<file path="src/include/ecp_host_pkg.sv">
// Constants and types for the ECP parallel port host controller
package ecp_host_pkg;

	// ------------------------------------------------------------
	// Device register map
	// ------------------------------------------------------------
	localparam logic [15:0] PRIMARY_BASE_DEF = 16'h0378;
	localparam logic [15:0] SECONDARY_OFS    = 16'h0400;
	localparam logic [15:0] OFS_DATA         = 16'h0000;
	localparam logic [15:0] OFS_STATUS       = 16'h0001;
	localparam logic [15:0] OFS_CONTROL      = 16'h0002;

	// Field positions
	localparam int ECR_MODE_LSB  = 5;
	localparam int ECR_DMA_BIT   = 3;
	localparam int ECR_SVC_BIT   = 2;
	localparam int ECR_EMPTY_BIT = 0;
	localparam int DCR_DIR_BIT   = 5;
	localparam int DSR_NBUSY_BIT = 7;

	// Mode field codes
	localparam logic [2:0] MODE_STD    = 3'h0;
	localparam logic [2:0] MODE_BIDIR  = 3'h1;
	localparam logic [2:0] MODE_FIFO   = 3'h2;
	localparam logic [2:0] MODE_ECP    = 3'h3;
	localparam logic [2:0] MODE_TEST   = 3'h6;
	localparam logic [2:0] MODE_CONFIG = 3'h7;

	// Register values written and flag masks polled by the sequences
	localparam logic [4:0] ECR_LOW_IDLE = 5'h14;
	localparam logic [7:0] ECR_STD      = {MODE_STD, ECR_LOW_IDLE};
	localparam logic [7:0] ECR_BIDIR    = {MODE_BIDIR, ECR_LOW_IDLE};
	localparam logic [7:0] ECR_ECP      = {MODE_ECP, ECR_LOW_IDLE};
	localparam logic [7:0] ECR_ECP_DMAS = 8'h7C;
	localparam logic [7:0] ECR_ECP_DMA  = 8'h78;
	localparam logic [7:0] DCR_FWD      = 8'h04;
	localparam logic [7:0] DCR_REV      = 8'h24;
	localparam logic [7:0] ECR_FULL_MSK = 8'h02;
	localparam logic [7:0] ECR_EMPT_MSK = 8'h01;
	localparam logic [7:0] DSR_NBSY_MSK = 8'h80;
	localparam logic [7:0] VAL_ZERO     = 8'h00;

	// ------------------------------------------------------------
	// Bus timing
	// ------------------------------------------------------------
	localparam int CLK_PERIOD_NS  = 20;
	localparam int T_SETUP_NS     = 10;
	localparam int T_STROBE_NS    = 100;
	localparam int T_HOLD_NS      = 15;
	localparam int SYNC_STAGES    = 2;
	localparam int SETUP_CYC      = (T_SETUP_NS + CLK_PERIOD_NS - 1) / CLK_PERIOD_NS;
	localparam int STROBE_CYC     = (T_STROBE_NS + CLK_PERIOD_NS - 1) / CLK_PERIOD_NS
	                                + SYNC_STAGES;
	localparam int HOLD_CYC       = (T_HOLD_NS + CLK_PERIOD_NS - 1) / CLK_PERIOD_NS;

	// ------------------------------------------------------------
	// Types
	// ------------------------------------------------------------
	typedef enum logic [3:0] {
		OP_ENTER = 4'h0, OP_WR_DATA = 4'h1, OP_WR_ADDR = 4'h2, OP_RD_DATA = 4'h3,
		OP_TO_REV = 4'h4, OP_TO_FWD = 4'h5, OP_EXIT = 4'h6, OP_DMA_START = 4'h7,
		OP_DMA_STOP = 4'h8, OP_DMA_RESUME = 4'h9
	} op_t;

	typedef enum logic [2:0] {
		K_END = 3'h0, K_WR = 3'h1, K_RD = 3'h2, K_POLL = 3'h3, K_DMA = 3'h4
	} kind_t;

	typedef enum logic [2:0] {
		R_DFIFO = 3'h0, R_AFIFO = 3'h1, R_STATUS = 3'h2, R_CONTROL = 3'h3, R_EXT = 3'h4
	} sel_t;

	typedef struct packed {
		op_t        op;
		logic [7:0] data;
	} cmd_t;

	typedef struct packed {
		kind_t      kind;
		sel_t       sel;
		logic       use_data;
		logic [7:0] val;
		logic [7:0] mask;
	} step_t;

endpackage : ecp_host_pkg

</file>
<file path="src/verilog/ecp_rx_buffer.sv">
// Two-entry buffer with registered outputs for bytes read from the port
`timescale 1ns/100ps
module ecp_rx_buffer
	import ecp_host_pkg::*;
#(
	parameter int WIDTH = 8
)(
	input  wire logic             clk_in,
	input  wire logic             rst_in,
	input  wire logic             push_valid_in,
	output logic                  push_ready_out,
	input  wire logic [WIDTH-1:0] push_data_in,
	output logic                  pop_valid_out,
	input  wire logic             pop_ready_in,
	output logic      [WIDTH-1:0] pop_data_out
);

	logic [WIDTH-1:0] head_r;
	logic [WIDTH-1:0] tail_r;
	logic             head_v_r;
	logic             tail_v_r;
	logic             push_w;
	logic             pop_w;

	// Full when the second slot holds a word
	assign push_ready_out = !tail_v_r;
	assign push_w         = push_valid_in && !tail_v_r;
	assign pop_w          = head_v_r && pop_ready_in;
	assign pop_valid_out  = head_v_r;
	assign pop_data_out   = head_r;

	// ------------------------------------------------------------
	// Slot update
	// ------------------------------------------------------------
	always_ff @(posedge clk_in)
	begin
		if (rst_in)
		begin
			head_v_r <= 1'b0;
			tail_v_r <= 1'b0;
			head_r   <= '0;
			tail_r   <= '0;
		end
		else
		begin
			if (pop_w)
			begin
				head_v_r <= tail_v_r || push_w;
				head_r   <= tail_v_r ? tail_r : push_data_in;
				tail_v_r <= tail_v_r && push_w;
				if (tail_v_r && push_w)
					tail_r <= push_data_in;
			end
			else if (push_w)
			begin
				if (!head_v_r)
				begin
					head_v_r <= 1'b1;
					head_r   <= push_data_in;
				end
				else
				begin
					tail_v_r <= 1'b1;
					tail_r   <= push_data_in;
				end
			end
		end
	end

endmodule : ecp_rx_buffer

</file>
<file path="src/verilog/ecp_host_ctrl.sv">
// Host-side controller driving an ECP parallel port through its ISA registers
//
// Summary of operation
// - Forward exit: FIFO empty and handshake outputs off before mode 000/001.
// - Reverse exit: FIFO drained empty before returning to mode 000/001.
// - Pass through standard mode and negotiate before any ECP operation (no negotiation is done: mode 000, DCR lines idle, then mode 011).
// - ECP entry: mode 011, direction 0, strobe and auto-feed bits cleared.
// - Direction change only via mode 001, then back to ECP mode.
// - DMA start: set mode, program controller, enable DMA, clear service, unmask.
// - DMA stop: disable controller, set service bit, clear DMA enable.
// - DMA resume: enable controller, set DMA enable, clear service bit.
// - After forward transfer wait for FIFO empty and busy low.
// - Reverse burst reads never exceed what the FIFO holds.
`timescale 1ns/100ps
module ecp_host_ctrl
	import ecp_host_pkg::*;
#(
	parameter logic [15:0] PRIMARY_BASE = PRIMARY_BASE_DEF
)(
	input  wire logic        clk_in,
	input  wire logic        rst_in,
	input  wire logic        cmd_valid_in,
	input  wire cmd_t        cmd_in,
	output logic             cmd_ready_out,
	output logic             rx_valid_out,
	input  wire logic        rx_ready_in,
	output logic [7:0]       rx_data_out,
	output logic [7:0]       status_out,
	output logic [15:0]      io_addr_out,
	output logic             io_rd_n_out,
	output logic             io_wr_n_out,
	input  wire logic [7:0]  sd_in,
	output logic [7:0]       sd_out,
	output logic             sd_oe_out,
	output logic             dma_ctrl_en_out,
	output logic             dma_unmask_out
);

	localparam logic [15:0] ADDR_DFIFO = PRIMARY_BASE + SECONDARY_OFS + OFS_DATA;
	localparam logic [15:0] ADDR_ECR   = PRIMARY_BASE + SECONDARY_OFS + OFS_CONTROL;
	localparam logic [15:0] ADDR_DCR   = PRIMARY_BASE + OFS_CONTROL;

	typedef enum logic [4:0] {
		S_IDLE = 5'h01, S_FETCH = 5'h02, S_SETUP = 5'h04, S_STROBE = 5'h08, S_HOLD = 5'h10
	} state_t;

	state_t      state_r;
	cmd_t        cmd_r;
	step_t       step_w;
	logic [2:0]  idx_r;
	logic [2:0]  cnt_r;
	logic [7:0]  sd_meta_r;
	logic [7:0]  sd_sync_r;
	logic [7:0]  rdata_r;
	logic        buf_ready_w;
	logic        push_w;
	logic        hold_done_w;

	// ------------------------------------------------------------
	// Sequence table: one short program per command
	// ------------------------------------------------------------
	function automatic step_t step_of(input op_t op, input logic [2:0] i);
		step_t s;
		s = '{K_END, R_EXT, 1'b0, VAL_ZERO, VAL_ZERO};
		case ({op, i})
			// Standard mode first, lines idle, then ECP forward
			{OP_ENTER, 3'h0}:      s = '{K_WR, R_EXT, 1'b0, ECR_STD, VAL_ZERO};
			{OP_ENTER, 3'h1}:      s = '{K_WR, R_CONTROL, 1'b0, DCR_FWD, VAL_ZERO};
			{OP_ENTER, 3'h2}:      s = '{K_WR, R_EXT, 1'b0, ECR_ECP, VAL_ZERO};
			// Byte writes wait for room in the device FIFO
			{OP_WR_DATA, 3'h0},
			{OP_WR_ADDR, 3'h0}:    s = '{K_POLL, R_EXT, 1'b0, VAL_ZERO, ECR_FULL_MSK};
			{OP_WR_DATA, 3'h1}:    s = '{K_WR, R_DFIFO, 1'b1, VAL_ZERO, VAL_ZERO};
			{OP_WR_ADDR, 3'h1}:    s = '{K_WR, R_AFIFO, 1'b1, VAL_ZERO, VAL_ZERO};
			// Reads only while the FIFO reports data
			{OP_RD_DATA, 3'h0}:    s = '{K_POLL, R_EXT, 1'b0, VAL_ZERO, ECR_EMPT_MSK};
			{OP_RD_DATA, 3'h1}:    s = '{K_RD, R_DFIFO, 1'b0, VAL_ZERO, VAL_ZERO};
			// Turnarounds go through mode 001 with an empty FIFO
			{OP_TO_REV, 3'h0},
			{OP_TO_FWD, 3'h0},
			{OP_EXIT, 3'h0}:       s = '{K_POLL, R_EXT, 1'b0, ECR_EMPT_MSK, ECR_EMPT_MSK};
			{OP_TO_REV, 3'h1},
			{OP_EXIT, 3'h1}:       s = '{K_POLL, R_STATUS, 1'b0, DSR_NBSY_MSK, DSR_NBSY_MSK};
			{OP_TO_REV, 3'h2},
			{OP_TO_FWD, 3'h1},
			{OP_EXIT, 3'h2}:       s = '{K_WR, R_EXT, 1'b0, ECR_BIDIR, VAL_ZERO};
			{OP_TO_REV, 3'h3}:     s = '{K_WR, R_CONTROL, 1'b0, DCR_REV, VAL_ZERO};
			{OP_TO_FWD, 3'h2},
			{OP_EXIT, 3'h3}:       s = '{K_WR, R_CONTROL, 1'b0, DCR_FWD, VAL_ZERO};
			{OP_TO_REV, 3'h4},
			{OP_TO_FWD, 3'h3}:     s = '{K_WR, R_EXT, 1'b0, ECR_ECP, VAL_ZERO};
			// DMA start: controller on, enable, clear service, unmask last
			{OP_DMA_START, 3'h0}:  s = '{K_DMA, R_EXT, 1'b0, 8'h02, VAL_ZERO};
			{OP_DMA_START, 3'h1},
			{OP_DMA_RESUME, 3'h1}: s = '{K_WR, R_EXT, 1'b0, ECR_ECP_DMAS, VAL_ZERO};
			{OP_DMA_START, 3'h2},
			{OP_DMA_RESUME, 3'h2}: s = '{K_WR, R_EXT, 1'b0, ECR_ECP_DMA, VAL_ZERO};
			{OP_DMA_START, 3'h3}:  s = '{K_DMA, R_EXT, 1'b0, 8'h03, VAL_ZERO};
			// DMA stop: controller off, service set, enable cleared
			{OP_DMA_STOP, 3'h0}:   s = '{K_DMA, R_EXT, 1'b0, 8'h01, VAL_ZERO};
			{OP_DMA_STOP, 3'h1}:   s = '{K_WR, R_EXT, 1'b0, ECR_ECP_DMAS, VAL_ZERO};
			{OP_DMA_STOP, 3'h2}:   s = '{K_WR, R_EXT, 1'b0, ECR_ECP, VAL_ZERO};
			{OP_DMA_RESUME, 3'h0}: s = '{K_DMA, R_EXT, 1'b0, 8'h03, VAL_ZERO};
			default:               s = '{K_END, R_EXT, 1'b0, VAL_ZERO, VAL_ZERO};
		endcase
		return s;
	endfunction : step_of

	function automatic logic [15:0] addr_of(input sel_t sel);
		case (sel)
			R_DFIFO:   addr_of = ADDR_DFIFO;
			R_AFIFO:   addr_of = PRIMARY_BASE + OFS_DATA;
			R_STATUS:  addr_of = PRIMARY_BASE + OFS_STATUS;
			R_CONTROL: addr_of = ADDR_DCR;
			default:   addr_of = ADDR_ECR;
		endcase
	endfunction : addr_of

	assign step_w      = step_of(cmd_r.op, idx_r);
	assign hold_done_w = (state_r == S_HOLD) && (cnt_r == 3'h0);
	assign push_w      = hold_done_w && (step_w.kind == K_RD);

	// ------------------------------------------------------------
	// Data pin synchroniser
	// ------------------------------------------------------------
	always_ff @(posedge clk_in)
	begin
		if (rst_in)
		begin
			sd_meta_r <= 8'h00;
			sd_sync_r <= 8'h00;
		end
		else
		begin
			sd_meta_r <= sd_in;
			sd_sync_r <= sd_meta_r;
		end
	end

	// ------------------------------------------------------------
	// Sequencer and bus cycle engine
	// ------------------------------------------------------------
	always_ff @(posedge clk_in)
	begin
		if (rst_in)
		begin
			state_r         <= S_IDLE;
			cmd_r           <= '{OP_ENTER, 8'h00};
			idx_r           <= 3'h0;
			cnt_r           <= 3'h0;
			cmd_ready_out   <= 1'b1;
			io_addr_out     <= 16'h0000;
			io_rd_n_out     <= 1'b1;
			io_wr_n_out     <= 1'b1;
			sd_out          <= 8'h00;
			sd_oe_out       <= 1'b0;
			rdata_r         <= 8'h00;
			dma_ctrl_en_out <= 1'b0;
			dma_unmask_out  <= 1'b0;
		end
		else
		begin
			case (state_r)
				S_IDLE:
				begin
					if (cmd_valid_in)
					begin
						cmd_r         <= cmd_in;
						idx_r         <= 3'h0;
						cmd_ready_out <= 1'b0;
						state_r       <= S_FETCH;
					end
				end
				S_FETCH:
				begin
					if (step_w.kind == K_END)
					begin
						cmd_ready_out <= 1'b1;
						state_r       <= S_IDLE;
					end
					else if (step_w.kind == K_DMA)
					begin
						dma_unmask_out  <= step_w.val[0];
						dma_ctrl_en_out <= step_w.val[1];
						idx_r           <= idx_r + 3'h1;
					end
					else if (step_w.kind != K_RD || buf_ready_w)
					begin
						// Launch an address phase; writes drive data throughout
						io_addr_out <= addr_of(step_w.sel);
						sd_out      <= step_w.use_data ? cmd_r.data : step_w.val;
						sd_oe_out   <= (step_w.kind == K_WR);
						cnt_r       <= 3'(SETUP_CYC - 1);
						state_r     <= S_SETUP;
					end
				end
				S_SETUP:
				begin
					if (cnt_r == 3'h0)
					begin
						io_wr_n_out <= (step_w.kind != K_WR);
						io_rd_n_out <= (step_w.kind == K_WR);
						cnt_r       <= 3'(STROBE_CYC - 1);
						state_r     <= S_STROBE;
					end
					else
						cnt_r <= cnt_r - 3'h1;
				end
				S_STROBE:
				begin
					if (cnt_r == 3'h0)
					begin
						io_wr_n_out <= 1'b1;
						io_rd_n_out <= 1'b1;
						rdata_r     <= sd_sync_r;
						cnt_r       <= 3'(HOLD_CYC - 1);
						state_r     <= S_HOLD;
					end
					else
						cnt_r <= cnt_r - 3'h1;
				end
				S_HOLD:
				begin
					if (cnt_r == 3'h0)
					begin
						sd_oe_out <= 1'b0;
						state_r   <= S_FETCH;
						// A poll repeats until the masked flags match
						if (step_w.kind != K_POLL || (rdata_r & step_w.mask) == step_w.val)
							idx_r <= idx_r + 3'h1;
					end
					else
						cnt_r <= cnt_r - 3'h1;
				end
				default:
					state_r <= S_IDLE;
			endcase
		end
	end

	// Last extended control value seen, for the user
	always_ff @(posedge clk_in)
	begin
		if (rst_in)
			status_out <= 8'h00;
		else if (hold_done_w && io_addr_out == ADDR_ECR && step_w.kind == K_POLL)
			status_out <= rdata_r;
	end

	// ------------------------------------------------------------
	// Receive buffer
	// ------------------------------------------------------------
	ecp_rx_buffer #(
		.WIDTH          (8)
	) u_rx_buffer (
		.clk_in         (clk_in),
		.rst_in         (rst_in),
		.push_valid_in  (push_w),
		.push_ready_out (buf_ready_w),
		.push_data_in   (rdata_r),
		.pop_valid_out  (rx_valid_out),
		.pop_ready_in   (rx_ready_in),
		.pop_data_out   (rx_data_out)
	);

	// ------------------------------------------------------------
	// Checks on the register write order
	// ------------------------------------------------------------
	logic       wr_n_q_r;
	logic       ecr_wr_w;
	logic       dcr_wr_w;
	logic [7:0] ecr_sh_r;
	logic [7:0] dcr_sh_r;
	logic       empty_seen_r;
	logic       nbusy_seen_r;

	assign ecr_wr_w = wr_n_q_r && !io_wr_n_out && io_addr_out == ADDR_ECR;
	assign dcr_wr_w = wr_n_q_r && !io_wr_n_out && io_addr_out == ADDR_DCR;

	// Shadows of what was last written and read
	always_ff @(posedge clk_in)
	begin
		if (rst_in)
		begin
			wr_n_q_r     <= 1'b1;
			ecr_sh_r     <= ECR_STD;
			dcr_sh_r     <= VAL_ZERO;
			empty_seen_r <= 1'b0;
			nbusy_seen_r <= 1'b0;
		end
		else
		begin
			wr_n_q_r <= io_wr_n_out;
			if (ecr_wr_w)
				ecr_sh_r <= sd_out;
			if (dcr_wr_w)
				dcr_sh_r <= sd_out;
			if (hold_done_w && step_w.kind == K_POLL && io_addr_out == ADDR_ECR)
				empty_seen_r <= rdata_r[ECR_EMPTY_BIT];
			if (hold_done_w && step_w.kind == K_POLL && io_addr_out != ADDR_ECR)
				nbusy_seen_r <= rdata_r[DSR_NBUSY_BIT];
		end
	end

	fwd_exit_clean_a: assert property (@(posedge clk_in) disable iff (rst_in)
		ecr_wr_w && sd_out[7:6] == 2'b00 && ecr_sh_r[7:5] == MODE_ECP && !dcr_sh_r[DCR_DIR_BIT]
		|-> empty_seen_r && dcr_sh_r[1:0] == 2'b00) else $error("forward exit not clean");
	rev_exit_drained_a: assert property (@(posedge clk_in) disable iff (rst_in)
		ecr_wr_w && sd_out[7:6] == 2'b00 && ecr_sh_r[7:5] == MODE_ECP && dcr_sh_r[DCR_DIR_BIT]
		|-> empty_seen_r) else $error("reverse exit with data left");
	ecp_from_prog_a: assert property (@(posedge clk_in) disable iff (rst_in)
		ecr_wr_w && sd_out[7:5] == MODE_ECP && ecr_sh_r[7:5] != MODE_ECP
		|-> ecr_sh_r[7:6] == 2'b00) else $error("ECP entered from wrong mode");
	ecp_entry_idle_a: assert property (@(posedge clk_in) disable iff (rst_in)
		ecr_wr_w && sd_out[7:5] == MODE_ECP |-> dcr_sh_r[1:0] == 2'b00)
		else $error("handshake bits set at ECP entry");
	dir_change_a: assert property (@(posedge clk_in) disable iff (rst_in)
		dcr_wr_w && sd_out[DCR_DIR_BIT] != dcr_sh_r[DCR_DIR_BIT] |-> ecr_sh_r[7:5] == MODE_BIDIR)
		else $error("direction changed outside mode 001");
	dma_unmask_a: assert property (@(posedge clk_in) disable iff (rst_in)
		$rose(dma_unmask_out) |-> ecr_sh_r[ECR_DMA_BIT] && !ecr_sh_r[ECR_SVC_BIT]
		&& dma_ctrl_en_out) else $error("channel unmasked before DMA set up");
	dma_stop_order_a: assert property (@(posedge clk_in) disable iff (rst_in)
		ecr_wr_w && sd_out[ECR_SVC_BIT] && ecr_sh_r[ECR_DMA_BIT] && !ecr_sh_r[ECR_SVC_BIT]
		|-> !dma_ctrl_en_out) else $error("service set while controller running");
	dma_resume_a: assert property (@(posedge clk_in) disable iff (rst_in)
		ecr_wr_w && sd_out[ECR_DMA_BIT] && !ecr_sh_r[ECR_DMA_BIT]
		|-> dma_ctrl_en_out ##1 !ecr_wr_w [*3]) else $error("DMA enabled with controller off");
	fwd_done_a: assert property (@(posedge clk_in) disable iff (rst_in)
		ecr_wr_w && sd_out[7:5] == MODE_BIDIR && ecr_sh_r[7:5] == MODE_ECP
		|-> nbusy_seen_r) else $error("left ECP while peripheral busy");
	rx_guard_a: assert property (@(posedge clk_in) disable iff (rst_in)
		$fell(io_rd_n_out) && io_addr_out == ADDR_DFIFO |-> !empty_seen_r && buf_ready_w)
		else $error("FIFO read while empty");

endmodule : ecp_host_ctrl

</file>
<file path="config.mk">
export PLATFORM = sky130hd
export DESIGN_NAME = ecp_host_ctrl
export DESIGN_NICKNAME = d
export VERILOG_FILES = /design/src/include/ecp_host_pkg.sv /design/src/verilog/ecp_rx_buffer.sv /design/src/verilog/ecp_host_ctrl.sv
export SDC_FILE = /design/constraint.sdc
export NUM_CORES = 1
export LEC_CHECK = 0
export ABC_AREA = 1
export BUFFER_PORTS_ARGS = -buffer_cell sky130_fd_sc_hd__buf_2
export CORE_MARGIN = 2
export CORE_UTILIZATION = 57
export DETAILED_ROUTE_END_ITERATION = 8
export PLACE_DENSITY = 0.82
export RECOVER_POWER = 50
export SYNTH_ARGS = -nofsm -noshare
export SYNTH_HDL_FRONTEND = slang
export SYNTH_SLANG_ARGS = --single-unit
</file>
<file path="constraint.sdc">
create_clock -name clk_in -period 2.7 [get_ports clk_in]
set_input_delay 0.54 -clock clk_in [delete_from_list [all_inputs] [get_ports clk_in]]
set_output_delay 0.54 -clock clk_in [all_outputs]
set_load 0.02 [all_outputs]
</file>
==> results of run 1 <==
[worst min path at each step]
stage | to | slack (ps) | start | cells past startpoint
after detailed placement | sd_sync_r[7] | 390 | sd_meta_r[7] | 2
after floorplan | sd_sync_r[0] | 390 | sd_meta_r[0] | 2
final | sd_meta_r[6] | 370 | sd_in[6] | 3
after CTS | sd_meta_r[6] | 360 | sd_in[6] | 3
after global placement | sd_sync_r[3] | 390 | sd_meta_r[3] | 2
after global routing | sd_meta_r[6] | 350 | sd_in[6] | 3
[state kept, by name, summed over array words and instances, names as in the netlist, 3 cells and up]
| name | cells |
|---|---|
| idx_r | 3 |
| status_out | 8 |
| io_addr_out | 4 |
| u_rx_buffer.pop_data_out | 8 |
| cmd_r | 12 |
| cnt_r | 3 |
| state_r | 5 |
| sd_sync_r | 8 |
| sd_meta_r | 8 |
| rdata_r | 8 |
| u_rx_buffer.tail_r | 8 |
| sd_out | 8 |
[metrics by stage]
step / std cells / utilization [%] / hold WS [ps]
floorplan: 639 / - / 388
global placement: 775 / 62.6 / 391
detailed placement: 775 / 62.6 / 393
CTS: 791 / 65.0 / 355
global route: 791 / 64.3 / 352
finish: 791 / 64.3 / 368
[cells in the final DEF, fill, tap and decap left out, types with 7 or more instances in the layout]
cell	Yosys	final
a21oi_1	80	80
buf_2	2	23
clkbuf_1	13	41
clkbuf_8	0	9
conb_1	1	7
dfxtp_1	91	91
ha_1	10	10
inv_1	85	85
inv_2	10	10
nand2_1	97	97
nand2_2	7	7
nand3_1	32	32
nor2_1	71	71
o21ai_0	66	66
[area by class of cell]
| cell class | instances | area share (%) |
|---|---|---|
| clock inverter | 7 | 1.36 |
| timing repair buffer | 67 | 6.11 |
| clock buffer | 9 | 2.49 |
| inverter | 95 | 7.17 |
| sequential | 91 | 36.6 |
| multi-input combinational | 420 | 43.7 |
| tap | 102 | 2.57 |
[routing by layer]
| metal | share of wire, % | vias up |
|---|---|---|
| met1 | 43 | 1931 |
| met2 | 48 | 177 |
| met4 | 1.8 | 0 |
| met3 | 7.4 | 21 |
| li1 | - | 2135 |
| met5 | 0 | - |
[power by group]
part	total, W	switching (W)	internal, W
Combinational	0.00183	0.00127	0.000559
Clock	0.000893	0.000535	0.000358
Sequential	0.00165	0.000145	0.00150
[worst max-delay path, cell delays in order (launching register included)]
cell and delay (ps):
dfxtp_1 450, inv_1 160, ha_1 380, nand2_2 90, nor2_1 240, inv_1 120
nand2_2 140, nor2_4 50, nand2_1 100, nand3_2 220, o21ai_0 250, a21oi_1 60
[kinds of logic after synthesis]
group | after synthesis | synth area share (%)
fa+ha+maj | 10 | 2.76
buf+inv | 128 | 12.3
flops | 91 | 40.3
xor+xnor | 1 | 0.194
other cells | 1 | 0.0829
compound gates | 162 | 19.4
simple gates | 240 | 25.0
==> results by group, run 1 <==
Run status
  – Status: complete, no violations

Yosys
  – Cell count after synthesis: 633
  – Distinct cells, synth: 41
  – Synthesized cell area: 4530 µm²
  – Yosys Warn Count: 0
  – Synth top cells by count: nand2_1 (97), dfxtp_1 (91), inv_1 (85), a21oi_1 (80), nor2_1 (71)
  – Seq cells post-synth: 91
  – Area fraction of the dominant cell type after synthesis: 40.3%
  – Mean Syn Cell Area: 7.15 µm²
  – Most instantiated library cell after synthesis: nand2_1
  – Top_reg_cell synth: dfxtp_1
  – Dominant cells by area after synthesis: dfxtp_1 (40%), a21oi_1 (8.8%), nand2_1 (8.0%)
  – Dominant cell type by area after synthesis: dfxtp_1
  – EDFF count, synth: 0
  – Sequential share of the synthesized area: 40.3%
  – Fraction of registers with async set/reset: 0%

Floorplanning
  – Initial Utilization: 58.6%
  – Core area: 7730 µm²
  – Die Y: 93.1 µm
  – Die ar.: 8670 µm²
  – Row count: 32
  – IO Pins: 71
  – Die width: 93.1 µm

CTS
  – CTS H-tree depth: 3
  – CTS resizes: 0
  – Setup repair bufs after CTS: 0
  – CTS Root Cell: clkbuf_8
  – Clock transition at path regs: 100 ps
  – Max clock buf depth: 2
  – Clock insertion delay at the later pin of the skew report: 370 ps
  – TritonCTS buffer count: 9
  – TritonCTS Sinks: 91
  – Hold buffer count at cts: 0
  – CTS tree: done

Layout
  – Ant. Diodes: 0
  – Final #Nets: 718
  – Reg area: 1820 µm²
  – Area Growth Syn to Fin: 9.87%
  – Layout cell share with drive strength beyond 1: 12.3%
  – Area of the multi-input gates: 2170 µm²
  – Post-route cell area: 4970 µm²
  – Fillers: 696

Setup path
  – Crit Path Class: flop to flop
  – Reg2reg start: idx_r[1]
  – Crit path to: io_addr_out[0]
  – Critical path startpoint: idx_r[1]
  – Startpoint Class: flop
  – Critical Path Sink Type: flop
  – CP required: 2950 ps
  – Worst-path maximum fanout: 13
  – Crit path DAT: 2630 ps
  – R2R Setup Slk: 320 ps
  – Reg2reg end: io_addr_out[0]
  – FF-to-FF path depth: 11

Power
  – Total power: 0.00438 W
  – PD cells: 880 nW/µm²
  – Pleak: 2.19 nW
  – Peak VDD IR: 0.712 mV

Routing
  – Routed length per instance: 13.8 µm
  – Vias: 4264
  – DRC: 0
  – Pre-Repair DR Iteration Count: 5
  – Final WL: 10.9 mm
  – Antenna Nets Post-Route: 0
  – Starting DRC count in detailed routing: 274
  – Vias per std cell: 5.39

Global route
  – First-pass GRT wire length: 18.2 mm
  – Global route hottest layer: met2
  – Number of global-route vias before repair: 3866
  – Largest net degree at the start of global routing: 32
  – Met2 usage: 42.8%
  – Initial antenna violation count: 0
  – Gr usage total: 26.3%
  – Overflow after GRT: 0
  – Grt met1 use: 34.5%
  – Global Route met3 Usage: 6.77%

STA
  – Max-slew headroom: 6.07%
  – Final setup margin: 321 ps
  – Worst Max-Slew Pin Slew: 1410 ps
  – Max Slew Vio Count: 0
  – Crit share post-route: 88.1%
  – Tmin final: 2380 ps
  – Clock skew: 11.9 ps
  – Setup Viol. Count Final: 0
  – Hold Vio Cnt, Final: 0
  – Max Clock Freq: 0.420 GHz
  – RSZ-0062 raised after global routing: false
  – Setup TNS: 0 ps

Placement
  – Worst slack at placement: 351 ps
  – IO buf count: 63
  – Placement Cell Area: 4830 µm²
  – Hpwl dp: 8.04 mm
  – GPL Wtd Cong: 1.09

Flow run
  – Max-cap check violation count: 0

Min path
  – Worst min path class: input port to flop
No activity file was read; power rests on OpenSTA's default activity.
==> inputs of run 2 (changes only) <==
PLACE_DENSITY = unset   (was 0.82)
PLACE_DENSITY_LB_ADDON = 0.08   (was unset)
==> run 2 against run 1 <==
- register-to-register slack worse by 50 ps
- via count is 2.9% lower
- cell area up 0.20%
- routed wire length fell by 3.3%
==> results by group, run 2 (same netlist as run 1, synthesis figures left out) <==
STA
  – Max Slew Vio Count: 0 (unchanged)
  – Setup Viol. Count Final: 0 (unchanged)
  – Worst Max-Slew Pin Slew: 1410 ps (-0.467 ps)
  – Clock skew: 11.9 ps (+0.0159 ps)
  – Crit share post-route: 90.1% (+2.0 points)
  – Max Clock Freq: 0.411 GHz (-2.2%)
  – RSZ-0062 raised after global routing: false
  – Setup TNS: 0 ps (unchanged)
  – Tmin final: 2430 ps (+52.8 ps)
  – Max-slew headroom: 6.10% (+0.031 points)
  – Hold Vio Cnt, Final: 0 (unchanged)

Global route
  – Number of global-route vias before repair: 3842 (-0.62%)
  – Gr usage total: 25.6% (-0.74 points)
  – Overflow after GRT: 0 (unchanged)
  – First-pass GRT wire length: 17.7 mm (-2.8%)
  – Largest net degree at the start of global routing: 48 (+50%)
  – Initial antenna violation count: 0 (unchanged)

Layout
  – Area Growth Syn to Fin: 10.1%
  – Reg with most FFs: cmd_r
  – Final #Nets: 719 (+0.14%)
  – Most frequent cells in the layout: nand2_1 (97), dfxtp_1 (91), inv_1 (85)
  – Reg area: 1820 µm² (unchanged)
  – Area of the multi-input gates: 2170 µm² (unchanged)
  – Fillers: 743 (+6.8%)
  – Commonest non-fill, non-tap cell in the layout: nand2_1
  – Layout cell share with drive strength beyond 1: 12.5% (+0.13 points)
  – Ant. Diodes: 0 (unchanged)
  – Max FFs per register: 12 (unchanged)

Flow run
  – Max-cap check violation count: 0 (unchanged)

Floorplanning
  – Die Y: 93.1 µm (unchanged)
  – Row count: 32 (unchanged)
  – Initial Utilization: 58.6% (unchanged)
  – Core area: 7730 µm² (unchanged)
  – Die width: 93.1 µm (unchanged)
  – IO Pins: 71 (unchanged)
  – Die ar.: 8670 µm² (unchanged)

Setup path
  – Crit-path cells: inv_1 -> ha_1 -> nand2_2 -> nor2_1 -> inv_1 -> nand2_2 -> nor2_4 -> nand2_1 -> nand3_2 -> o21ai_0 -> a21oi_1
  – Slowest CP cell: dfxtp_1
  – Crit path DAT: 2680 ps (+50 ps)
  – CP required: 2950 ps (about the same)
  – Critical Path Sink Type: flop
  – Startpoint Class: flop
  – Crit Path Class: flop to flop
  – Critical Path Max Stage Delay: 440 ps (about the same)
  – Worst-path maximum fanout: 10 (-3)

Run status
  – Status: complete, no violations

Routing
  – Vias: 4139 (-2.9%)
  – Vias per std cell: 5.23 (-3.1%)
  – Starting DRC count in detailed routing: 205 (-25%)
  – Antenna Nets Post-Route: 0 (unchanged)
  – Routed length per instance: 13.3 µm (-3.4%)
  – Final WL: 10.5 mm (-3.3%)
  – Pre-Repair DR Iteration Count: 5 (unchanged)
  – DRC: 0 (unchanged)

Power
  – PD cells: 882 nW/µm² (+0.20%)
  – Flop pwr share: 37.3% (-0.4 points)
  – Clk network pwr share: 20.6% (+0.2 points)
  – Switching part of the total: 44.2% (-0.43 points)
  – Total power: 0.00439 W (+0.40%)
  – Logic pwr share: 42.1% (+0.2 points)
  – Peak VDD IR: 0.463 mV (-35%)
  – Int Power: 0.00245 W (+1.2%)
  – Pleak: 2.20 nW (+0.29%)
  – Psw: 0.00194 W (-0.57%)

CTS
  – Hold buffer count at cts: 0 (unchanged)
  – TritonCTS Sinks: 91 (unchanged)
  – Clock insertion delay at the later pin of the skew report: 360 ps (about the same)
  – CTS tree: done
  – Setup repair bufs after CTS: 0 (unchanged)
  – Max clock buf depth: 2 (unchanged)
  – CTS resizes: 0 (unchanged)
  – TritonCTS buffer count: 9 (unchanged)
  – CTS Root Cell: clkbuf_8
  – CTS H-tree depth: 3 (unchanged)
  – Clock transition at path regs: 90 ps (about the same)

Min path
  – Worst min path class: input port to flop

Placement
  – Hpwl dp: 7.88 mm (-2.0%)
  – GPL Wtd Cong: 0.952 (-12%)
  – IO buf count: 63 (unchanged)
## run 2: changes by cell type in the layout (fill, tap and decap cells not counted)
cell      previous run  this run
buf_4                2         3
clkbuf_8             9        10
clkinv_4             3         1
inv_6                0         2
inv_8                3         2
## run 2: cell type report
class | instances | area share, %
clock buffer | 10 | 2.76
tap | 102 | 2.56
clock inverter | 6 | 1.13
multi-input combinational | 420 | 43.6
sequential | 91 | 36.6
timing repair buffer | 68 | 6.25
inverter | 95 | 7.16
## run 2: metal layers
layer  global-route usage (%)  up-vias  wire (µm)
met3                     4.19       24        592
met2                     42.8      125       4940
li1                         -     2129          -
met1                     33.0     1861       4800
met5                        0        -          0
met4                     10.3        0        199
## run 2: stage by stage
| stage | cell area (µm²) | instances | utilization, % | setup WS [ps] | hold slack (ps) |
|---|---|---|---|---|---|
| after detailed placement | 4840 | 776 | 62.7 | 336 | 395 |
| after global routing | 4980 | 792 | 64.5 | 116 | 368 |
| after CTS | 5040 | 792 | 65.2 | 321 | 354 |
| after floorplan | 4550 | 639 | - | 725 | 388 |
| after global placement | 4840 | 776 | 62.7 | 460 | 392 |
| final | 4980 | 792 | 64.5 | 268 | 374 |
## run 2: power by group through the flow
stage               registers, W  clock network (W)  logic, W
finish                   0.00164           0.000905   0.00185
detailed placement       0.00167                  0   0.00183
global placement         0.00167                  0   0.00183
global route             0.00166           0.000976   0.00206
floorplan                0.00166                  0   0.00142
CTS                      0.00164           0.000923   0.00184
## run 2: path summary, 6_finish.rpt
check                from           end  slack (ps)  cells past startpoint
max              idx_r[1]     sd_out[4]         270                     11
min              sd_in[3]  sd_meta_r[3]         370                      3
max reg2reg      idx_r[1]     sd_out[4]         270                     11
min reg2reg  sd_meta_r[5]  sd_sync_r[5]         410                      2
## run 2: worst max-delay path: cells and delay by family (launching register included)
family / cells / cell delay (ps)
AO/OA/AOI/OAI: 2 / 400
adder cells (fa/ha/maj): 1 / 380
AND/OR/NAND/NOR: 6 / 810
flip-flops: 1 / 440
buffers and inverters: 2 / 300
==> inputs of run 3 (changes only) <==
CORE_UTILIZATION = 35   (was 57)
==> run 3 against run 2 <==
- register-to-register slack better by 70 ps
- combinational power hardly changed
- clock power is 43% higher
- final cell count is 8.8% higher
- cell area is 3.9% higher
- global-route usage is 8.1 points lower
- non-clock buffer count stayed put
- via count is 0.75% lower
- critical endpoint is now io_addr_out[0]
- core utilization is 23 points lower
- worst hold slack better by 14 ps
- clock skew is 4.8 ps lower
==> results by group, run 3 (same netlist as run 1, synthesis figures left out) <==
Global route
  – Initial antenna violation count: 0 (unchanged)
  – Overflow after GRT: 0 (unchanged)
  – First-pass GRT wire length: 19.5 mm (+10%)
  – Number of global-route vias before repair: 3917 (+2.0%)
  – Largest net degree at the start of global routing: 48 (unchanged)
  – Gr usage total: 17.5% (-8.1 points)

Routing
  – Vias per std cell: 4.77 (-8.8%)
  – DRC: 0 (unchanged)
  – Pre-Repair DR Iteration Count: 4 (-1)
  – Routed length per instance: 13.5 µm (+1.3%)
  – Final WL: 11.6 mm (+10%)
  – Antenna Nets Post-Route: 0 (unchanged)
  – Starting DRC count in detailed routing: 240 (+17%)
  – Vias: 4108 (-0.75%)

Flow run
  – Max-cap check violation count: 0 (unchanged)

Min path
  – Hold Crit Start: sd_in[4]
  – Worst min path class: input port to flop

Power
  – PD cells: 927 nW/µm² (+5.1%)
  – Peak VDD IR: 0.327 mV (-29%)
  – Pleak: 2.25 nW (+2.2%)

Placement
  – Hpwl dp: 8.53 mm (+8.2%)
  – GPL Wtd Cong: 0.912 (-4.2%)
  – Placed cell count: 846 (+9.0%)
  – IO buf count: 63 (unchanged)

STA
  – Max Clock Freq: 0.423 GHz (+2.8%)
  – Clock skew: 7.15 ps (-4.78 ps)
  – RSZ-0062 raised after global routing: false
  – Tmin final: 2360 ps (-67.0 ps)
  – Max-slew headroom: 4.47% (-1.6 points)
  – Setup Viol. Count Final: 0 (unchanged)
  – Setup TNS: 0 ps (unchanged)
  – Hold Vio Cnt, Final: 0 (unchanged)
  – Worst Max-Slew Pin Slew: 1430 ps (+24.5 ps)
  – Crit share post-route: 87.6% (-2.5 points)
  – Max Slew Vio Count: 0 (unchanged)

CTS
  – CTS H-tree depth: 3 (unchanged)
  – CTS Root Cell: clkbuf_16
  – Setup repair bufs after CTS: 0 (unchanged)
  – TritonCTS Sinks: 91 (unchanged)
  – Hold buffer count at cts: 0 (unchanged)
  – CTS resizes: 0 (unchanged)
  – Max clock buf depth: 2 (unchanged)
  – CTS tree: done
  – TritonCTS buffer count: 9 (unchanged)
  – Clock insertion delay at the later pin of the skew report: 350 ps (about the same)
  – Clock transition at path regs: 70 ps (-20 ps)

Setup path
  – R2R Setup Slk: 340 ps (+70 ps)
  – FF-to-FF path depth: 11 (unchanged)
  – Startpoint Class: flop
  – Crit path to: io_addr_out[0]
  – Worst-path maximum fanout: 13 (+3)
  – Crit Path Class: flop to flop
  – Crit path DAT: 2590 ps (-90 ps)
  – CP required: 2930 ps (-20 ps)
  – Reg2reg end: io_addr_out[0]
  – Critical path startpoint: idx_r[1]
  – Reg2reg start: idx_r[1]
  – Critical Path Sink Type: flop

Run status
  – Status: complete, no violations

Layout
  – Commonest non-fill, non-tap cell in the layout: nand2_1
  – Ant. Diodes: 0 (unchanged)
  – Post-layout util: 41.0% (-23 points)
  – Final #Nets: 719 (unchanged)
  – Reg with most FFs: cmd_r
  – Non-Filler Instances: 862 (+8.8%)
  – Most frequent cells in the layout: nand2_1 (97), dfxtp_1 (91), inv_1 (85)
  – Area Growth Syn to Fin: 14.4%
  – Max FFs per register: 12 (unchanged)
  – Layout cell share with drive strength beyond 1: 12.3% (-0.14 points)

Floorplanning
  – Row count: 41 (+28%)
  – Initial Utilization: 35.9% (-23 points)
  – IO Pins: 71 (unchanged)
  – Die Y: 118 µm (+26%)
  – Die width: 118 µm (+26%)
  – Die ar.: 13900 µm² (+60%)
  – Core area: 12600 µm² (+63%)
run 3: layout make-up:
type / instances / area (µm²)
clock inverter: 5 / 60.1
sequential: 91 / 1820
inverter: 95 / 357
timing repair buffer: 68 / 312
fill: 1375 / 7440
clock buffer: 11 / 243
tap: 172 / 215
multi-input combinational: 420 / 2170
run 3: metrics by stage:
stage | total power, W | hold WS (ps) | instance area (µm²) | setup WS, ps
final | 0.00480 | 387 | 5180 | 335
after global routing | 0.00517 | 381 | 5180 | 75.6
after CTS | 0.00484 | 379 | 5230 | 327
after detailed placement | 0.00353 | 398 | 4930 | 347
after global placement | 0.00356 | 393 | 4930 | 378
after floorplan | 0.00309 | 388 | 4550 | 725
run 3: routing by layer:
layer | GRT usage (%) | vias up | part of all wire [%]
li1 | - | 2126 | -
met2 | 28.7 | 95 | 46
met3 | 3.25 | 17 | 4.6
met4 | 6.85 | 0 | 1.9
met5 | 0 | - | 0
met1 | 22.6 | 1870 | 47
run 3: worst max-delay path: stages (launching register included):
cell	delay [ps]
dfxtp_1	420
inv_1	160
ha_1	370
nand2_2	80
nor2_1	230
inv_1	120
nand2_2	150
nor2_4	60
nand2_1	100
nand3_2	240
o21ai_0	250
a21oi_1	60
run 3: worst min path at each step:
| stage | cells past startpoint | end | slack, ps |
|---|---|---|---|
| 5_1_grt | 3 | sd_meta_r[0] | 380 |
| 6_report | 3 | sd_meta_r[4] | 390 |
| 4_1_cts | 3 | sd_meta_r[0] | 380 |
| 3_5_place_dp | 2 | sd_sync_r[6] | 400 |
| 3_3_place_gp | 2 | sd_sync_r[2] | 390 |
| 2_1_floorplan | 2 | sd_sync_r[0] | 390 |
run 3: where the power goes:
group          internal [W]  switching [W]
Combinational      0.000567        0.00129
Clock              0.000748       0.000546
Sequential          0.00151       0.000143
Total               0.00282        0.00198
